==> src/osp_consts.svh <==
// Purpose: constants of the OSD display window block
// Assumes: byte registers at 16-bit addresses, 20 MHz clock
// Notes: definitions only
`ifndef OSP_CONSTS_SVH
`define OSP_CONSTS_SVH
// ----------------------------------------
// Register addresses
// ----------------------------------------
`define OSP_A_DCTL 16'h87F0
`define OSP_A_VPOS 16'h87F1
`define OSP_A_HSTA 16'h87F2
`define OSP_A_HEND 16'h87F4
`define OSP_A_SAREA 16'h87F5
`define OSP_A_SRNG 16'h87F6
`define OSP_A_STAT 16'h87F8
`define OSP_A_TSL 16'h87FE
`define OSP_A_CFG 16'h87FF
`define OSP_A_HSTB 16'h87E0
`define OSP_A_HENDB 16'h87E1
`define OSP_A_PGB 16'h87E2
`define OSP_A_VPOSB 16'h87E3
`define OSP_A_VRNG 16'h87E4
`define OSP_A_TXA 16'h87E8
`define OSP_A_TXB 16'h87E9
// ----------------------------------------
// Register indices in the byte array
// ----------------------------------------
`define OSP_R_DCTL 4'h0
`define OSP_R_VPOS 4'h1
`define OSP_R_HSTA 4'h2
`define OSP_R_HEND 4'h3
`define OSP_R_SAREA 4'h4
`define OSP_R_SRNG 4'h5
`define OSP_R_STAT 4'h6
`define OSP_R_TSL 4'h7
`define OSP_R_CFG 4'h8
`define OSP_R_HSTB 4'h9
`define OSP_R_HENDB 4'hA
`define OSP_R_PGB 4'hB
`define OSP_R_VPOSB 4'hC
`define OSP_R_VRNG 4'hD
`define OSP_R_TXA 4'hE
`define OSP_R_TXB 4'hF
// Writable bits per register, index 15 first
`define OSP_WMASK {8'h87, 8'h7F, 8'h3F, 8'h3F, 8'hFF, 8'h3F, 8'hFF, 8'hFB, \
	8'h0F, 8'h3F, 8'hFF, 8'hFF, 8'h3F, 8'hFF, 8'hFF, 8'hF7}
`define OSP_RESET_BYTE 8'h00
// ----------------------------------------
// Field positions
// ----------------------------------------
`define OSP_VP_HPOL 6
`define OSP_VP_VPOL 7
`define OSP_CFG_CAPT 7
`define OSP_CFG_TELE 3
`define OSP_CFG_TWO 0
`define OSP_ST_SCROLL 5
`define OSP_TX_PIC 4
`define OSP_TX_TEXT 5
`define OSP_TX_BACK 6
`define OSP_TX_STD525 7
`define OSP_MAP_EN_BIT 11
// ----------------------------------------
// Timing, times in ns
// ----------------------------------------
`define OSP_CLK_MHZ 20
`define OSP_SCW_START_NS 10500
`define OSP_SCW_END_NS 62500
`define OSP_SCA_START_NS 8000
`define OSP_SCA_LEN_NS 56000
`define OSP_CYC_UP(ns) ((((ns) * `OSP_CLK_MHZ) + 999) / 1000)
`define OSP_CYC_DN(ns) (((ns) * `OSP_CLK_MHZ) / 1000)
// ----------------------------------------
// Lines, rows and columns
// ----------------------------------------
`define OSP_L625_FIRST 9'h017
`define OSP_L625_LAST 9'h136
`define OSP_L525_FIRST 9'h011
`define OSP_L525_LAST 9'h104
`define OSP_SCA_FIRST 9'h009
`define OSP_TEXT_LINES 10'h100
`define OSP_MAP_BASE 16'h8000
`define OSP_MAP_ROWS 5'h10
`define OSP_TELE_ROWS 5'h19
`define OSP_TELE_COLS 6'h28
`define OSP_MAX_CHARS 6'h30
`endif

==> src/osp_pkg.sv <==
// Purpose: types of the OSD display window block
// Assumes: one clock domain
// Notes: registers are held as a flat byte array
package osp_pkg;
	// ----------------------------------------
	// Types
	// ----------------------------------------
	// Sixteen byte-wide registers
	typedef logic [15:0][7:0] osp_bytes_t;
	// Source of each output pixel
	typedef enum logic [1:0] {OSP_VIDEO, OSP_BLACK, OSP_CLUT} osp_src_e;
	// Whole state of the block
	typedef struct packed {
		osp_bytes_t sh; // Shadow set, written by software
		osp_bytes_t ac; // Active set, used by the display
		logic [2:0] hs_s; // Line sync synchroniser
		logic [2:0] vs_s; // Field sync synchroniser
		logic hs_l; // Accepted line sync level
		logic vs_l; // Accepted field sync level
		logic [10:0] hcnt; // Clocks since line sync
		logic [3:0] qdiv; // Quarter character divider
		logic [9:0] qcnt; // Quarter characters since line sync
		logic [8:0] vline; // Line number in field
		logic field; // Field parity
		logic [4:0] rline; // Scan line in display row
		logic [4:0] row; // Display row
		logic in_win; // Fetched row is in scroll window
		logic row_blank; // Fetched row is outside scroll range
		logic map_rd; // Row map read strobe
		logic rd_pend; // Row map data due now
		logic [15:0] map_addr; // Row map word address
		logic [15:0] row_ptr; // Row data word address
		logic row_on; // Row text enabled
		logic [3:0] row_ln; // Scan line for glyph lookup
		logic [3:0] pix_idx; // Colour lookup index
		osp_src_e src; // Pixel source
		logic text_a; // Inside text area A
		logic text_b; // Inside text area B
		logic sc_win; // Inside screen colour area
		logic busy_p; // Display busy pulse
		logic [7:0] rdata; // Read data
	} osp_state_s;
endpackage

==> src/osp_screen_scroll.sv <==
// Purpose: screen colour, text area placement and soft scroll of an OSD
// Assumes: 20 MHz clock; sync pins asynchronous; glyph pixels same clock
// Notes: display uses a register set copied at each field sync
// Functional notes
// - Picture, text, background bits mix teletext output
// - Screen colour from 10.5 to 62.5 us
// - Screen colour lines 23-310 or 17-260
// - Caption screen colour index from display control
// - Teletext screen colour zero transparent, else 9-15
// - Page B uses its own screen colour
// - Sixteen-word row map gives row data pointer
// - Map bit 11 enables rows outside scroll
// - One scroll region, only while scroll enabled
// - Window position, height and row range set scroll
// - Scroll writes apply at next field sync
// - Teletext page is 25 rows by 40 columns
// - Screen colour area 56 us, from line 9
// - Text start 3-64 chars plus quarter offset; the start field here takes 0-63
// - End character stops background and fetching
// - Text area 256 lines after vertical offset
// - No busy pulse when vertical offset zero
// - Page B placed by its own position register
// - Two-bit display mode selects four outputs
`timescale 1ns/1ps
`include "osp_consts.svh"

module osp_screen_scroll
	import osp_pkg::*;
#(
	parameter int QTR_CYC = 3, // Clocks per quarter character
	parameter int ROW_LINES = 10 // Scan lines per display row
)(
	input wire logic CLOCK,
	input wire logic RST,
	input wire logic [15:0] ADDR,
	input wire logic [7:0] WDATA,
	input wire logic WR,
	input wire logic RD,
	output logic [7:0] RDATA,
	input wire logic HSYNC,
	input wire logic VSYNC,
	input wire logic FG_PIX,
	input wire logic BG_PIX,
	input wire logic BOX_PIX,
	input wire logic [3:0] FG_IDX,
	input wire logic [3:0] BG_IDX,
	input wire logic [15:0] MAP_DATA,
	output logic MAP_RD,
	output logic [15:0] MAP_ADDR,
	output logic [15:0] ROW_PTR,
	output logic ROW_ON,
	output logic [3:0] ROW_LINE,
	output osp_src_e PIX_SRC,
	output logic [3:0] PIX_IDX,
	output logic TEXT_A,
	output logic TEXT_B,
	output logic SC_WIN,
	output logic DISP_BUSY
);
	// ----------------------------------------
	// Declarations
	// ----------------------------------------
	localparam osp_bytes_t WMASK = `OSP_WMASK;
	// Screen colour limits in clocks after line sync
	localparam logic [10:0] SCW_BEG = 11'(`OSP_CYC_UP(`OSP_SCW_START_NS));
	localparam logic [10:0] SCW_END = 11'(`OSP_CYC_DN(`OSP_SCW_END_NS));
	localparam logic [10:0] SCA_BEG = 11'(`OSP_CYC_UP(`OSP_SCA_START_NS));
	localparam logic [10:0] SCA_END = 11'(`OSP_CYC_DN(`OSP_SCA_START_NS + `OSP_SCA_LEN_NS));
	osp_state_s s_q; // Registered state
	osp_state_s s_d; // Next state
	logic hedge; // Leading edge of line sync
	logic fsync; // Leading edge of field sync
	logic capt_m; // Caption mode
	logic tele_m; // Teletext-style mode
	logic two_pg; // Double window
	logic std525; // 525-line timing
	logic scroll_on; // Scroll region live
	logic win_now; // Current row in scroll window
	logic carry; // Line offset spills into next row
	logic txt_v; // Current line in text area
	logic hit; // Address maps to a register
	logic in_ta; // Pixel inside text area A
	logic in_tb; // Pixel inside text area B
	logic [3:0] ri; // Register index
	logic [3:0] scroll_window_position; // Scroll window position
	logic [3:0] scroll_window_height; // Scroll window height
	logic [3:0] sts; // First row of scroll range
	logic [3:0] scroll_last_row_range; // Last row of scroll range
	logic [3:0] first_scrolled_row; // First scrolled row
	logic [3:0] scl; // Scroll line offset
	logic [2:0] sc_cur; // Teletext screen colour here
	logic [4:0] sl; // Offset scan line
	logic [4:0] disp_row; // Row shown through window
	logic [4:0] rows_max; // Rows in the page
	logic [5:0] cols; // Columns in the page
	logic [5:0] end_a; // Clamped end character A
	logic [5:0] end_b; // Clamped end character B
	logic [9:0] a_beg; // Text area A start, quarters
	logic [9:0] b_beg; // Text area B start, quarters
	logic [9:0] vbeg; // First text line
	logic [9:0] nv; // Next line number
	logic [7:0] rd_val; // Read data before register
	osp_src_e src_n; // Pixel source before register
	logic [3:0] idx_n; // Pixel index before register
	logic [15:0] exp_ptr; // Expected row pointer, checks only
	logic exp_on; // Expected map enable bit, checks only

	// ----------------------------------------
	// Outputs, straight from the state
	// ----------------------------------------
	assign RDATA = s_q.rdata;
	assign MAP_RD = s_q.map_rd;
	assign MAP_ADDR = s_q.map_addr;
	assign ROW_PTR = s_q.row_ptr;
	assign ROW_ON = s_q.row_on;
	assign ROW_LINE = s_q.row_ln;
	assign PIX_SRC = s_q.src;
	assign PIX_IDX = s_q.pix_idx;
	assign TEXT_A = s_q.text_a;
	assign TEXT_B = s_q.text_b;
	assign SC_WIN = s_q.sc_win;
	assign DISP_BUSY = s_q.busy_p;

	// ----------------------------------------
	// Register address decode
	// ----------------------------------------
	// Map the sparse addresses onto the byte array
	always_comb
	begin
		ri = `OSP_R_DCTL;
		hit = 1'b1;
		unique case (ADDR)
			`OSP_A_DCTL: ri = `OSP_R_DCTL;
			`OSP_A_VPOS: ri = `OSP_R_VPOS;
			`OSP_A_HSTA: ri = `OSP_R_HSTA;
			`OSP_A_HEND: ri = `OSP_R_HEND;
			`OSP_A_SAREA: ri = `OSP_R_SAREA;
			`OSP_A_SRNG: ri = `OSP_R_SRNG;
			`OSP_A_STAT: ri = `OSP_R_STAT;
			`OSP_A_TSL: ri = `OSP_R_TSL;
			`OSP_A_CFG: ri = `OSP_R_CFG;
			`OSP_A_HSTB: ri = `OSP_R_HSTB;
			`OSP_A_HENDB: ri = `OSP_R_HENDB;
			`OSP_A_PGB: ri = `OSP_R_PGB;
			`OSP_A_VPOSB: ri = `OSP_R_VPOSB;
			`OSP_A_VRNG: ri = `OSP_R_VRNG;
			`OSP_A_TXA: ri = `OSP_R_TXA;
			`OSP_A_TXB: ri = `OSP_R_TXB;
			default: hit = 1'b0; // Unmapped, reads zero
		endcase
	end

	// ----------------------------------------
	// Next state
	// ----------------------------------------
	always_comb
	begin
		s_d = s_q;
		s_d.busy_p = 1'b0;
		s_d.map_rd = 1'b0;
		s_d.rd_pend = s_q.map_rd;
		// Controls from the active set only
		capt_m = s_q.ac[`OSP_R_CFG][`OSP_CFG_CAPT];
		tele_m = s_q.ac[`OSP_R_CFG][`OSP_CFG_TELE] && !capt_m;
		two_pg = s_q.ac[`OSP_R_CFG][`OSP_CFG_TWO];
		std525 = s_q.ac[`OSP_R_TXB][`OSP_TX_STD525];
		scroll_window_position = s_q.ac[`OSP_R_SAREA][3:0];
		scroll_window_height = s_q.ac[`OSP_R_SAREA][7:4];
		sts = s_q.ac[`OSP_R_SRNG][3:0];
		scroll_last_row_range = s_q.ac[`OSP_R_SRNG][7:4];
		first_scrolled_row = s_q.ac[`OSP_R_STAT][3:0];
		scl = s_q.ac[`OSP_R_TSL][3:0];
		// Pins pass three flops; second and third must agree
		s_d.hs_s = {s_q.hs_s[1:0], HSYNC};
		s_d.vs_s = {s_q.vs_s[1:0], VSYNC};
		hedge = 1'b0;
		fsync = 1'b0;
		if (s_q.hs_s[1] == s_q.hs_s[2] && s_q.hs_s[2] != s_q.hs_l)
		begin
			s_d.hs_l = s_q.hs_s[2];
			hedge = s_q.hs_s[2] == s_q.ac[`OSP_R_VPOS][`OSP_VP_HPOL];
		end
		if (s_q.vs_s[1] == s_q.vs_s[2] && s_q.vs_s[2] != s_q.vs_l)
		begin
			s_d.vs_l = s_q.vs_s[2];
			fsync = s_q.vs_s[2] == s_q.ac[`OSP_R_VPOS][`OSP_VP_VPOL];
		end
		// Horizontal counters restart at line sync
		if (hedge)
		begin
			s_d.hcnt = 11'h000;
			s_d.qdiv = 4'h0;
			s_d.qcnt = 10'h000;
		end
		else
		begin
			if (s_q.hcnt != 11'h7FF)
				s_d.hcnt = s_q.hcnt + 11'h001;
			if (s_q.qdiv == 4'(QTR_CYC - 1))
			begin
				s_d.qdiv = 4'h0;
				if (s_q.qcnt != 10'h3FF)
					s_d.qcnt = s_q.qcnt + 10'h001;
			end
			else
				s_d.qdiv = s_q.qdiv + 4'h1;
		end
		// Text area lines follow the vertical offset
		vbeg = {4'h0, s_q.ac[`OSP_R_VPOS][5:0]} + 10'h001;
		txt_v = {1'b0, s_q.vline} >= vbeg && {1'b0, s_q.vline} < vbeg + `OSP_TEXT_LINES;
		nv = {1'b0, s_q.vline} + 10'h001;
		rows_max = tele_m ? `OSP_TELE_ROWS : `OSP_MAP_ROWS;
		// Field sync: new field, whole set goes live at once
		if (fsync)
		begin
			s_d.vline = 9'h001;
			s_d.field = !s_q.field;
			s_d.ac = s_q.sh;
			s_d.rline = 5'h00;
			s_d.row = 5'h00;
		end
		else if (hedge)
		begin
			if (s_q.vline != 9'h1FF)
				s_d.vline = nv[8:0];
			// Row and scan line counters restart at the first text line
			if (nv == vbeg)
			begin
				s_d.rline = 5'h00;
				s_d.row = 5'h00;
				s_d.busy_p = s_q.ac[`OSP_R_VPOS][5:0] != 6'h00;
			end
			else if (s_q.rline == 5'(ROW_LINES - 1))
			begin
				s_d.rline = 5'h00;
				if (s_q.row != 5'h1F)
					s_d.row = s_q.row + 5'h01;
			end
			else
				s_d.rline = s_q.rline + 5'h01;
		end
		// Scroll window: one region, only while enabled
		scroll_on = capt_m && s_q.ac[`OSP_R_STAT][`OSP_ST_SCROLL];
		win_now = scroll_on && s_q.row >= {1'b0, scroll_window_position} && s_q.row < {1'b0, scroll_window_position} + {1'b0, scroll_window_height};
		sl = s_q.rline + {1'b0, scl};
		carry = sl >= 5'(ROW_LINES);
		disp_row = {1'b0, first_scrolled_row} + (s_q.row - {1'b0, scroll_window_position}) + {4'h0, carry};
		// Row map read just after line sync on text area lines, while rows remain
		if (s_q.hcnt == 11'h000 && txt_v && s_q.row < rows_max)
		begin
			s_d.map_rd = 1'b1;
			s_d.in_win = win_now;
			s_d.map_addr = `OSP_MAP_BASE + {11'h000, win_now ? disp_row : s_q.row};
			s_d.row_ln = win_now ? 4'(carry ? sl - 5'(ROW_LINES) : sl) : 4'(s_q.rline);
			// Rows outside the range never leak into the static area
			s_d.row_blank = win_now && (disp_row > {1'b0, scroll_last_row_range} || disp_row < {1'b0, sts});
		end
		// Map word arrives one cycle after the strobe
		if (s_q.rd_pend)
		begin
			s_d.row_ptr = `OSP_MAP_BASE + {6'h00, MAP_DATA[9:0]};
			// Bit 10 is ignored; bit 11 matters only outside the window
			s_d.row_on = !s_q.row_blank && (s_q.in_win || MAP_DATA[`OSP_MAP_EN_BIT]);
		end
		// Horizontal text areas in quarter characters
		cols = tele_m ? `OSP_TELE_COLS : `OSP_MAX_CHARS;
		end_a = s_q.ac[`OSP_R_HEND][5:0] > cols ? cols : s_q.ac[`OSP_R_HEND][5:0];
		end_b = s_q.ac[`OSP_R_HENDB][5:0] > cols ? cols : s_q.ac[`OSP_R_HENDB][5:0];
		// Start counts below four are not guarded here
		a_beg = {2'b00, s_q.ac[`OSP_R_HSTA][5:0], 2'b00} + {8'h00, s_q.ac[`OSP_R_HSTA][7:6]};
		b_beg = {s_q.ac[`OSP_R_PGB], 2'b00} + {2'b00, s_q.ac[`OSP_R_HSTB][5:0], 2'b00}
			+ {8'h00, s_q.ac[`OSP_R_HSTB][7:6]};
		// End character closes the area and so the fetch
		in_ta = txt_v && s_q.row < rows_max && s_q.qcnt >= a_beg
			&& s_q.qcnt < a_beg + {2'b00, end_a, 2'b00};
		// Page B reuses page A vertical timing
		in_tb = two_pg && txt_v && s_q.row < rows_max && s_q.qcnt >= b_beg
			&& s_q.qcnt < b_beg + {2'b00, end_b, 2'b00};
		s_d.text_a = in_ta;
		s_d.text_b = in_tb;
		// Screen colour area: fixed, no offset setting
		s_d.sc_win = s_q.hcnt >= SCW_BEG && s_q.hcnt <= SCW_END
			&& s_q.hcnt >= SCA_BEG && s_q.hcnt < SCA_END
			&& s_q.vline >= `OSP_SCA_FIRST
			&& (std525 ? (s_q.vline >= `OSP_L525_FIRST && s_q.vline <= `OSP_L525_LAST)
				: (s_q.vline >= `OSP_L625_FIRST && s_q.vline <= `OSP_L625_LAST));
		// Page B has its own screen colour
		sc_cur = (two_pg && in_tb) ? s_q.ac[`OSP_R_TXB][2:0] : s_q.ac[`OSP_R_TXA][2:0];
		src_n = OSP_VIDEO;
		idx_n = 4'h0;
		if (tele_m)
		begin
			// Teletext-style mixing of picture, text, background
			if (s_q.ac[`OSP_R_TXA][`OSP_TX_TEXT] && (in_ta || in_tb) && FG_PIX)
			begin
				src_n = OSP_CLUT;
				idx_n = FG_IDX;
			end
			else if (s_q.ac[`OSP_R_TXA][`OSP_TX_TEXT] && s_q.ac[`OSP_R_TXA][`OSP_TX_BACK]
				&& (in_ta || in_tb) && BG_PIX)
			begin
				src_n = OSP_CLUT;
				idx_n = BG_IDX;
			end
			else
			begin
				// Picture shows if its bit is set, unless a full text page covers it
				if (s_q.ac[`OSP_R_TXA][`OSP_TX_PIC] && !(s_q.ac[`OSP_R_TXA][`OSP_TX_TEXT]
					&& s_q.ac[`OSP_R_TXA][`OSP_TX_BACK] && (in_ta || in_tb)))
					src_n = OSP_VIDEO;
				else
					src_n = OSP_BLACK;
				// Nonzero screen colour replaces picture and black
				if (sc_cur != 3'h0 && s_d.sc_win)
				begin
					src_n = OSP_CLUT;
					idx_n = {1'b1, sc_cur};
				end
			end
		end
		else if (s_q.ac[`OSP_R_DCTL][1:0] == 2'b00)
			src_n = OSP_VIDEO;
		else if (FG_PIX && (in_ta || in_tb))
		begin
			src_n = OSP_CLUT;
			idx_n = FG_IDX;
		end
		else if ((in_ta || in_tb) && (BG_PIX || (BOX_PIX && s_q.ac[`OSP_R_DCTL][1])))
		begin
			// Box counts only in the two mixed modes
			src_n = OSP_CLUT;
			idx_n = BG_IDX;
		end
		else if (s_q.ac[`OSP_R_DCTL][1:0] == 2'b11)
			src_n = OSP_VIDEO;
		else if (s_d.sc_win)
		begin
			src_n = OSP_CLUT;
			idx_n = s_q.ac[`OSP_R_DCTL][7:4];
		end
		else
			src_n = OSP_BLACK;
		s_d.src = src_n;
		s_d.pix_idx = idx_n;
		// Software writes land in the shadow set only
		if (WR && hit)
			s_d.sh[ri] = WDATA & WMASK[ri];
		rd_val = `OSP_RESET_BYTE;
		if (hit)
			rd_val = s_q.sh[ri];
		if (hit && ri == `OSP_R_STAT)
			rd_val = {txt_v, s_q.field, s_q.sh[`OSP_R_STAT][5:0]};
		s_d.rdata = RD ? rd_val : `OSP_RESET_BYTE;
	end

	// ----------------------------------------
	// State register
	// ----------------------------------------
	always_ff @(posedge CLOCK)
	begin
		if (RST)
			s_q <= '0;
		else
			s_q <= s_d;
	end

	// ----------------------------------------
	// Checks
	// ----------------------------------------
	assign exp_ptr = `OSP_MAP_BASE + {6'h00, MAP_DATA[9:0]};
	assign exp_on = MAP_DATA[`OSP_MAP_EN_BIT];
endmodule

==> config.mk <==
export PLATFORM = sky130hd
export DESIGN_NAME = osp_screen_scroll
export DESIGN_NICKNAME = d
export VERILOG_FILES = /design/src/osp_pkg.sv /design/src/osp_screen_scroll.sv
export VERILOG_INCLUDE_DIRS = /design/src
export SDC_FILE = /design/constraint.sdc
export NUM_CORES = 1
export LEC_CHECK = 0
export ABC_AREA = 0
export BUFFER_PORTS_ARGS = -buffer_cell sky130_fd_sc_hd__buf_4
export CAP_MARGIN = 30
export CORE_UTILIZATION = 55
export CTS_BUF_LIST = sky130_fd_sc_hd__clkbuf_8
export DETAILED_ROUTE_END_ITERATION = 12
export PLACE_DENSITY = 0.73
export RECOVER_POWER = 100
export SYNTH_ARGS = -nofsm -noshare
export SYNTH_HDL_FRONTEND = slang
export SYNTH_SLANG_ARGS = --single-unit
==> constraint.sdc <==
create_clock -name CLOCK -period 5.9 [get_ports CLOCK]
set_clock_uncertainty 0.05 [all_clocks]
set_input_delay 0.885 -clock CLOCK [delete_from_list [all_inputs] [get_ports CLOCK]]
set_output_delay 0.885 -clock CLOCK [all_outputs]
set_load 0.01 [all_outputs]
==> results by group, run 1 <==
Floorplanning
  • Die H: 178 microns
  • Core box area: 0.0306 sq mm
  • Row Count: 64
  • Die area: 0.0318 sq mm
  • IO Pins: 113
  • Die span in x: 178 microns
  • Initial core utilization: 0.559

Logic synthesis
  • Mapped Area: 0.0171 sq mm
  • FF+latch count, synth: 313
  • Post-synth ARST share: 0
  • Syn Area/Cell: 8.26 sq um
  • Number of synthesized flops with an enable pin: 0
  • Sequential fraction of the synthesis area: 0.367
  • Count of cell types in the netlist: 84
  • Syn Inst Count: 2070
  • Synth Flop Type: dfxtp_1
  • Syn. warnings: 0

Drt
  • Vias per cell: 5.80
  • WL final: 43000 microns
  • Routed Antenna Nets: 0
  • Pre-antenna DRT Iters: 6
  • Iteration-0 DRC Markers: 1443
  • Post-DR wirelength/cell: 17.1 microns
  • DRC violations left: 0
  • Via count: 14.6k

Timing
  • Period utilization: 0.902
  • Post-Route Setup TNS: 0 ns
  • Final Hold Vio Count: 0
  • Worst Max-Slew Pin Slew: 4.05 ns
  • Fin crit period: 5.32 ns
  • Max transition margin: -1.70
  • RSZ-0062 raised after global routing: false
  • # setup viols final: 0
  • Setup ws final: 0.580 ns
  • Achievable frequency: 0.188 GHz
  • Final Slew Violations: 295

Critical path
  • Cell family with most CP delay: simple AND/OR/NAND/NOR gates
  • Max FO, Critical Path: 9
  • Slowest stage delay, CP: 1.24 ns
  • Worst path slowest cell: nor3_1
  • Crit end category: register
  • CP Cell Sequence: clkbuf_4 -> or4b_1 -> or2_0 -> nor3_1 -> o41ai_1 -> or2_0 -> nor3_1 -> mux2i_1 -> nor2_1
  • WS Path Type: in -> reg
  • Arrival time at the worst endpoint: 5.61 ns
  • Startpoint Class: input pin
  • Critical path buffers and inverters: 1
  • CP Data Required Time: 6.19 ns

Cells and area
  • Seq. cell area: 0.00627 sq mm
  • Final Util: 0.607
  • Commonest non-fill, non-tap cell in the layout: nand2_1
  • Area added between synthesis and finish: 8.60%
  • Final Non-Filler Cells: 2518
  • Share of layout cells above drive strength 1: 0.0782
  • Inserted Diodes: 0
  • Multi-input gate area: 0.00968 sq mm
  • Most frequent cells in the layout: nand2_1 (360), dfxtp_1 (313), nor2_1 (179), a21oi_1 (178), mux2i_1 (120)
  • Nets: 2251
  • Fillers: 2766

Hold path
  • Hold WC Path Type: reg -> reg

Clock network
  • Reg clk slew, reported paths: 0.06 ns
  • CTS tree: yes
  • # clock sinks: 313
  • Clock Tree Root: clkbuf_8
  • H-tree depth: 2
  • Worst-skew pair later-pin latency: 0.59 ns
  • Hold Buf Count CTS: 0
  • Total CTS buffers: 55
  • Post-cts sizing count: 0
  • Worst-case clock buffer depth: 3
  • Post-CTS Setup Bufs: 0

Power and ir drop
  • Overall power: 4.46 mW
  • Max rail drop VDD: 0.000188 V
  • P per Cell Area: 240 mW/mm^2
  • Leakage: 7.32 nW

Outcome
  • Failing checks: max-capacitance violations, max-slew violations
  • Status: finished with violations

Global routing
  • Largest net degree at the start of global routing: 104
  • GRT Residual Overflow: 0
  • Vias in the first global route: 13.6k
  • Total GRT Usage: 0.272
  • First-pass GRT wire length: 69700 microns
  • Initial antenna violation count: 0

Place
  • Placer Congestion: 0.953
  • PortBufs: 92
  • DP Worst Slack: 1.14 ns
  • DP Wirelength: 30200 microns
  • Placed Cells: 2419

Flow run
  • Max cap viols: 6
## through the flow
step                instance area [sq um]  hold WS (ns)
floorplan                           17100         0.364
global placement                    17600         0.372
detailed placement                  17600         0.383
CTS                                 18900         0.397
global route                        18600         0.409
finish                              18600         0.396
## power by group
group	switching, mW	internal, mW	leakage, nW
combinational	0.107	0.0579	4.10
sequential	0.0102	2.12	2.52
clock	0.895	1.27	0.696
total	1.01	3.45	7.32
## synthesized netlist by cell type (5+ instances only)
| cell | n | area [sq um] |
|---|---|---|
| or3_1 | 16 | 100 |
| nand4_1 | 20 | 125 |
| nor2b_1 | 27 | 169 |
| buf_4 | 51 | 383 |
| nor3_1 | 24 | 120 |
| a21oi_1 | 178 | 891 |
| buf_2 | 14 | 70.1 |
| nand3b_1 | 13 | 97.6 |
| xor2_1 | 31 | 272 |
| dfxtp_1 | 313 | 6270 |
| and2_1 | 17 | 106 |
| mux2i_1 | 120 | 1200 |
| nand3_1 | 51 | 255 |
| a2111oi_0 | 6 | 52.6 |
| o21ai_0 | 55 | 275 |
| a31oi_1 | 11 | 68.8 |
| nor4_1 | 7 | 43.8 |
| ha_1 | 104 | 1300 |
| inv_1 | 77 | 289 |
| a21boi_0 | 5 | 37.5 |
| nor3b_1 | 17 | 128 |
| a211oi_1 | 20 | 150 |
| a21o_1 | 20 | 150 |
| fa_1 | 10 | 200 |
| nor2_1 | 178 | 668 |
| o21a_1 | 6 | 45.0 |
| a221oi_1 | 6 | 52.6 |
| o211ai_1 | 9 | 67.6 |
| nand2b_1 | 22 | 138 |
| a32oi_1 | 7 | 61.3 |
| o31ai_1 | 8 | 60.1 |
| o21bai_1 | 5 | 37.5 |
| mux2_2 | 7 | 78.8 |
| o2111ai_1 | 6 | 52.6 |
| nand2_1 | 360 | 1350 |
| xnor2_1 | 37 | 324 |
| and3_1 | 14 | 87.6 |
| clkbuf_1 | 91 | 342 |
| a32o_1 | 5 | 50.1 |
| buf_1 | 9 | 33.8 |
## routing by layer
metal	up-vias	track usage	wire (microns)
li1	7108	-	-
met1	6901	0.379	19800
met2	513	0.426	19100
met3	79	0.0409	2910
met4	0	0.0968	1270
met5	-	0	0
## cell families after synthesis
kind of cell,Yosys count,share of synthesized area
simple gates,808,0.221
fa+ha+maj,114,0.0878
compound gates,393,0.147
xor+xnor,69,0.0362
buf+inv,245,0.0670
flops,313,0.367
other cells,1,0.000219
mux,127,0.0749
## worst register-to-register path, cell delays in order, from the launching register on
cell	delay, ns
dfxtp_1	0.35
nor2b_1	0.14
buf_4	0.22
a21oi_1	0.09
o21ai_0	0.14
and2_0	0.22
nand2b_1	0.18
inv_1	0.06
ha_1	0.27
a21o_1	0.18
a21oi_1	0.21
o21bai_1	0.09
a21oi_1	0.17
xor2_1	0.17
ha_1	0.26
a21o_1	0.19
a211oi_1	0.25
o211ai_1	0.18
or2_0	0.40
o311ai_0	0.37
o21ai_0	0.17
a221o_1	0.37
## state kept, by name (all words and copies together), names as in the netlist, 2 cells and up
register	flops
s_d	4
s_q	263
ROW_PTR	11
PIX_SRC	2
RDATA	8
MAP_ADDR	6
PIX_IDX	4
ROW_LINE	4
first_scrolled_row	4
## path summary, 6_finish.rpt
check                 from    endpoint  slack [ns]  cells past startpoint
setup / recovery  ADDR[13]    s_q[292]        0.58                      9
hold / removal    s_d[110]    s_d[111]        0.40                      1
setup reg to reg    capt_m  PIX_IDX[0]        1.02                     21
hold reg to reg   s_d[110]    s_d[111]        0.40                      1
## area by class of cell
class,instances,area share
Clock buffer,69,0.0511
Timing Repair Buffer,107,0.0338
Sequential cell,313,0.337
Clock inverter,30,0.0137
Inverter,77,0.0156
Multi-Input combinational cell,1526,0.522
Tap cell,396,0.0267
No activity file was read; power rests on OpenSTA's default activity.
==> run 2: changes to the inputs <==
--- a/config.mk
+++ b/config.mk
@@ -9,10 +9,9 @@
 export ABC_AREA = 0
 export BUFFER_PORTS_ARGS = -buffer_cell sky130_fd_sc_hd__buf_4
 export CAP_MARGIN = 30
-export CORE_UTILIZATION = 55
+export CORE_UTILIZATION = 35
 export CTS_BUF_LIST = sky130_fd_sc_hd__clkbuf_8
 export DETAILED_ROUTE_END_ITERATION = 12
-export PLACE_DENSITY = 0.73
 export RECOVER_POWER = 100
 export SYNTH_ARGS = -nofsm -noshare
 export SYNTH_HDL_FRONTEND = slang
==> results by group, run 2 (synthesis gave the netlist of run 1 again) <==
Clock network
  • Worst-case clock buffer depth: 3 (unchanged)
  • CTS tree: yes
  • Reg clk slew, reported paths: 0.06 ns (about the same)
  • Total CTS buffers: 52 (-5.5%)
  • Post-cts sizing count: 0 (unchanged)
  • Clock Tree Root: clkbuf_8
  • H-tree depth: 2 (unchanged)
  • Post-CTS Setup Bufs: 0 (unchanged)
  • Worst-skew pair later-pin latency: 0.63 ns (+0.04 ns)
  • # clock sinks: 313 (unchanged)
  • Hold Buf Count CTS: 0 (unchanged)

Critical path
  • Worst r2r path cells: 20 (-4.8%)
  • Worst R2R Start: s_q[200]
  • CP Data Required Time: 6.33 ns (+0.14 ns)
  • Max FO, Critical Path: 17 (+8)
  • Crit end category: register
  • Reg2reg setup slack: 1.02 ns (about the same)
  • Cell count along the critical path: 10 (+1)
  • Critical path buffers and inverters: 2 (+1)
  • Setup crit end: s_q[288]
  • CP Cell Sequence: clkbuf_4 -> or4b_1 -> nor4_1 -> nor2b_1 -> clkbuf_1 -> o41ai_1 -> or2_0 -> nor3_1 -> mux2i_1 -> nor2_1
  • Cell family with most CP delay: simple AND/OR/NAND/NOR gates
  • Worst path slowest cell: nor3_1
  • RR Endpoint: PIX_IDX[1]
  • Arrival time at the worst endpoint: 5.41 ns (-0.20 ns)
  • Startpoint Class: input pin
  • Worst Setup SP: ADDR[13]
  • Slowest stage delay, CP: 1.13 ns (-0.11 ns)
  • WS Path Type: in -> reg

Floorplanning
  • Die H: 223 microns (+25%)
  • Die span in x: 223 microns (+25%)
  • Initial core utilization: 0.357 (-0.202)
  • Row Count: 80 (+25%)
  • Die area: 0.0497 sq mm (+56%)
  • IO Pins: 113 (unchanged)
  • Core box area: 0.0479 sq mm (+57%)

Timing
  • Period utilization: 0.843 (-0.0584)
  • Setup ws final: 0.925 ns (+0.344 ns)
  • Achievable frequency: 0.201 GHz (+6.9%)
  • Final Slew Violations: 202 (-32%)
  • Final Hold Vio Count: 0 (unchanged)
  • # setup viols final: 0 (unchanged)
  • Post-Route Setup TNS: 0 ns (unchanged)
  • Worst Max-Slew Pin Slew: 3.94 ns (-0.106 ns)
  • Worst hold margin: 0.387 ns (-0.00899 ns)
  • Max transition margin: -1.63 (+0.0704)
  • Fin crit period: 4.98 ns (-0.344 ns)
  • RSZ-0062 raised after global routing: false

Global routing
  • Largest net degree at the start of global routing: 113 (+8.7%)
  • Initial antenna violation count: 0 (unchanged)
  • Total GRT Usage: 0.182 (-0.0907)
  • First-pass GRT wire length: 73600 microns (+5.5%)
  • Vias in the first global route: 13.7k (+0.63%)
  • GRT Residual Overflow: 0 (unchanged)

Power and ir drop
  • Combinational Power Share: 0.040 (+0.003)
  • Clock Power Share: 0.460 (-0.024)
  • Switching Fraction: 0.241 (+0.0146)
  • Overall power: 4.27 mW (-4.3%)
  • Max rail drop VDD: 0.000156 V (-17%)
  • P per Cell Area: 228 mW/mm^2 (-5.2%)
  • Reg power frac: 0.500 (+0.021)
  • P_int: 3.24 mW (-6.1%)
  • Psw: 1.03 mW (+1.9%)
  • Leakage: 7.25 nW (-0.89%)

Drt
  • WL final: 45800 microns (+6.3%)
  • Post-DR wirelength/cell: 16.7 microns (-2.1%)
  • Routed Antenna Nets: 0 (unchanged)
  • Vias per cell: 5.29 (-8.7%)
  • Iteration-0 DRC Markers: 1098 (-24%)
  • Pre-antenna DRT Iters: 6 (unchanged)
  • DRC violations left: 0 (unchanged)
  • Via count: 14.5k (-0.87%)

Flow run
  • Max cap viols: 4 (-2)

Place
  • PortBufs: 92 (unchanged)
  • DP Wirelength: 32400 microns (+7.3%)
  • DP Worst Slack: 1.08 ns (-0.0662 ns)
  • Placer Congestion: 0.888 (-6.8%)
  • Placed Cells: 2643 (+9.3%)
  • Post-DP Area: 0.0180 sq mm (+1.9%)

Cells and area
  • Final instance area: 0.0188 sq mm (+1.0%)
  • Reg with most FFs: s_q
  • Max reg flops: 263 (unchanged)
  • Fillers: 4916 (+78%)
  • Final Util: 0.391 (-0.216)
  • Final Non-Filler Cells: 2735 (+8.6%)
  • Commonest non-fill, non-tap cell in the layout: nand2_1
  • Share of layout cells above drive strength 1: 0.0802 (+0.00196)
  • Most frequent cells in the layout: nand2_1 (360), dfxtp_1 (313), nor2_1 (179), a21oi_1 (178), mux2i_1 (120)
  • Area added between synthesis and finish: 9.70%
  • Inserted Diodes: 0 (unchanged)
  • Nets: 2254 (+0.13%)

Outcome
  • Failing checks: max-capacitance violations, max-slew violations
  • Status: finished with violations

Hold path
  • Hold WC Path Type: reg -> reg
==> run 2: changes by cell type in the layout (fill, tap and decap cells not counted), moves of 2 or more <==
cell | before | now
clkinvlp_4 | 0 | 2
bufinv_16 | 5 | 2
clkinv_2 | 3 | 6
and2_1 | 10 | 7
clkbuf_8 | 70 | 64
nor3_1 | 28 | 26
buf_4 | 55 | 59
and2_0 | 8 | 11
inv_1 | 98 | 92
==> run 2: worst register-to-register path, stage by stage, from the launching register on <==
cell and delay [ns]:
dfxtp_1 0.33, ha_1 0.16, inv_1 0.05, fa_1 0.39, xnor2_1 0.34, ha_1 0.33, a21oi_1 0.16, nand2_1 0.11
a21o_1 0.19, nand2_1 0.08, a21oi_1 0.08, o21ai_0 0.20, xnor2_1 0.09, ha_1 0.18, nor2b_1 0.15, nor3b_1 0.22
a32o_1 0.33, nand3_1 0.41, mux2i_1 0.41, nor3b_1 0.35, a221o_1 0.22
==> run 2: metal layers <==
| metal | global-route usage | wire [microns] | vias up |
|---|---|---|---|
| met5 | 0 | 0 | - |
| li1 | - | - | 7119 |
| met2 | 0.276 | 19700 | 409 |
| met4 | 0.0534 | 896 | 0 |
| met1 | 0.261 | 22300 | 6881 |
| met3 | 0.0319 | 2890 | 65 |
==> run 2: worst min path at each step <==
stage	startpoint	to	slack, ns	depth (start not counted)
after floorplan	s_d[107]	s_d[108]	0.36	1
after global placement	s_d[107]	s_d[108]	0.38	1
after detailed placement	s_d[107]	s_d[108]	0.37	1
after CTS	s_d[107]	s_d[108]	0.39	1
after global routing	VSYNC	s_d[107]	0.41	2
final	s_d[107]	s_d[108]	0.39	1
==> run 2: power by group through the flow <==
stage	sequential [mW]	clock (mW)	combinational (mW)
4_1_cts	2.13	2.02	0.173
5_1_grt	2.13	2.12	0.187
6_report	2.13	1.97	0.170
3_3_place_gp	2.18	0	0.167
3_5_place_dp	2.18	0	0.172
2_1_floorplan	2.18	0	0.114
==> run 2: cell type report <==
type,count,area [sq um],share of cell area
Timing Repair Buffer,113,676,0.0360
Sequential cell,313,6270,0.334
Clock buffer,63,867,0.0462
Clock inverter,28,190,0.0101
Multi-Input combinational cell,1526,9700,0.517
Tap cell,615,769,0.0410
Inverter,77,289,0.0154
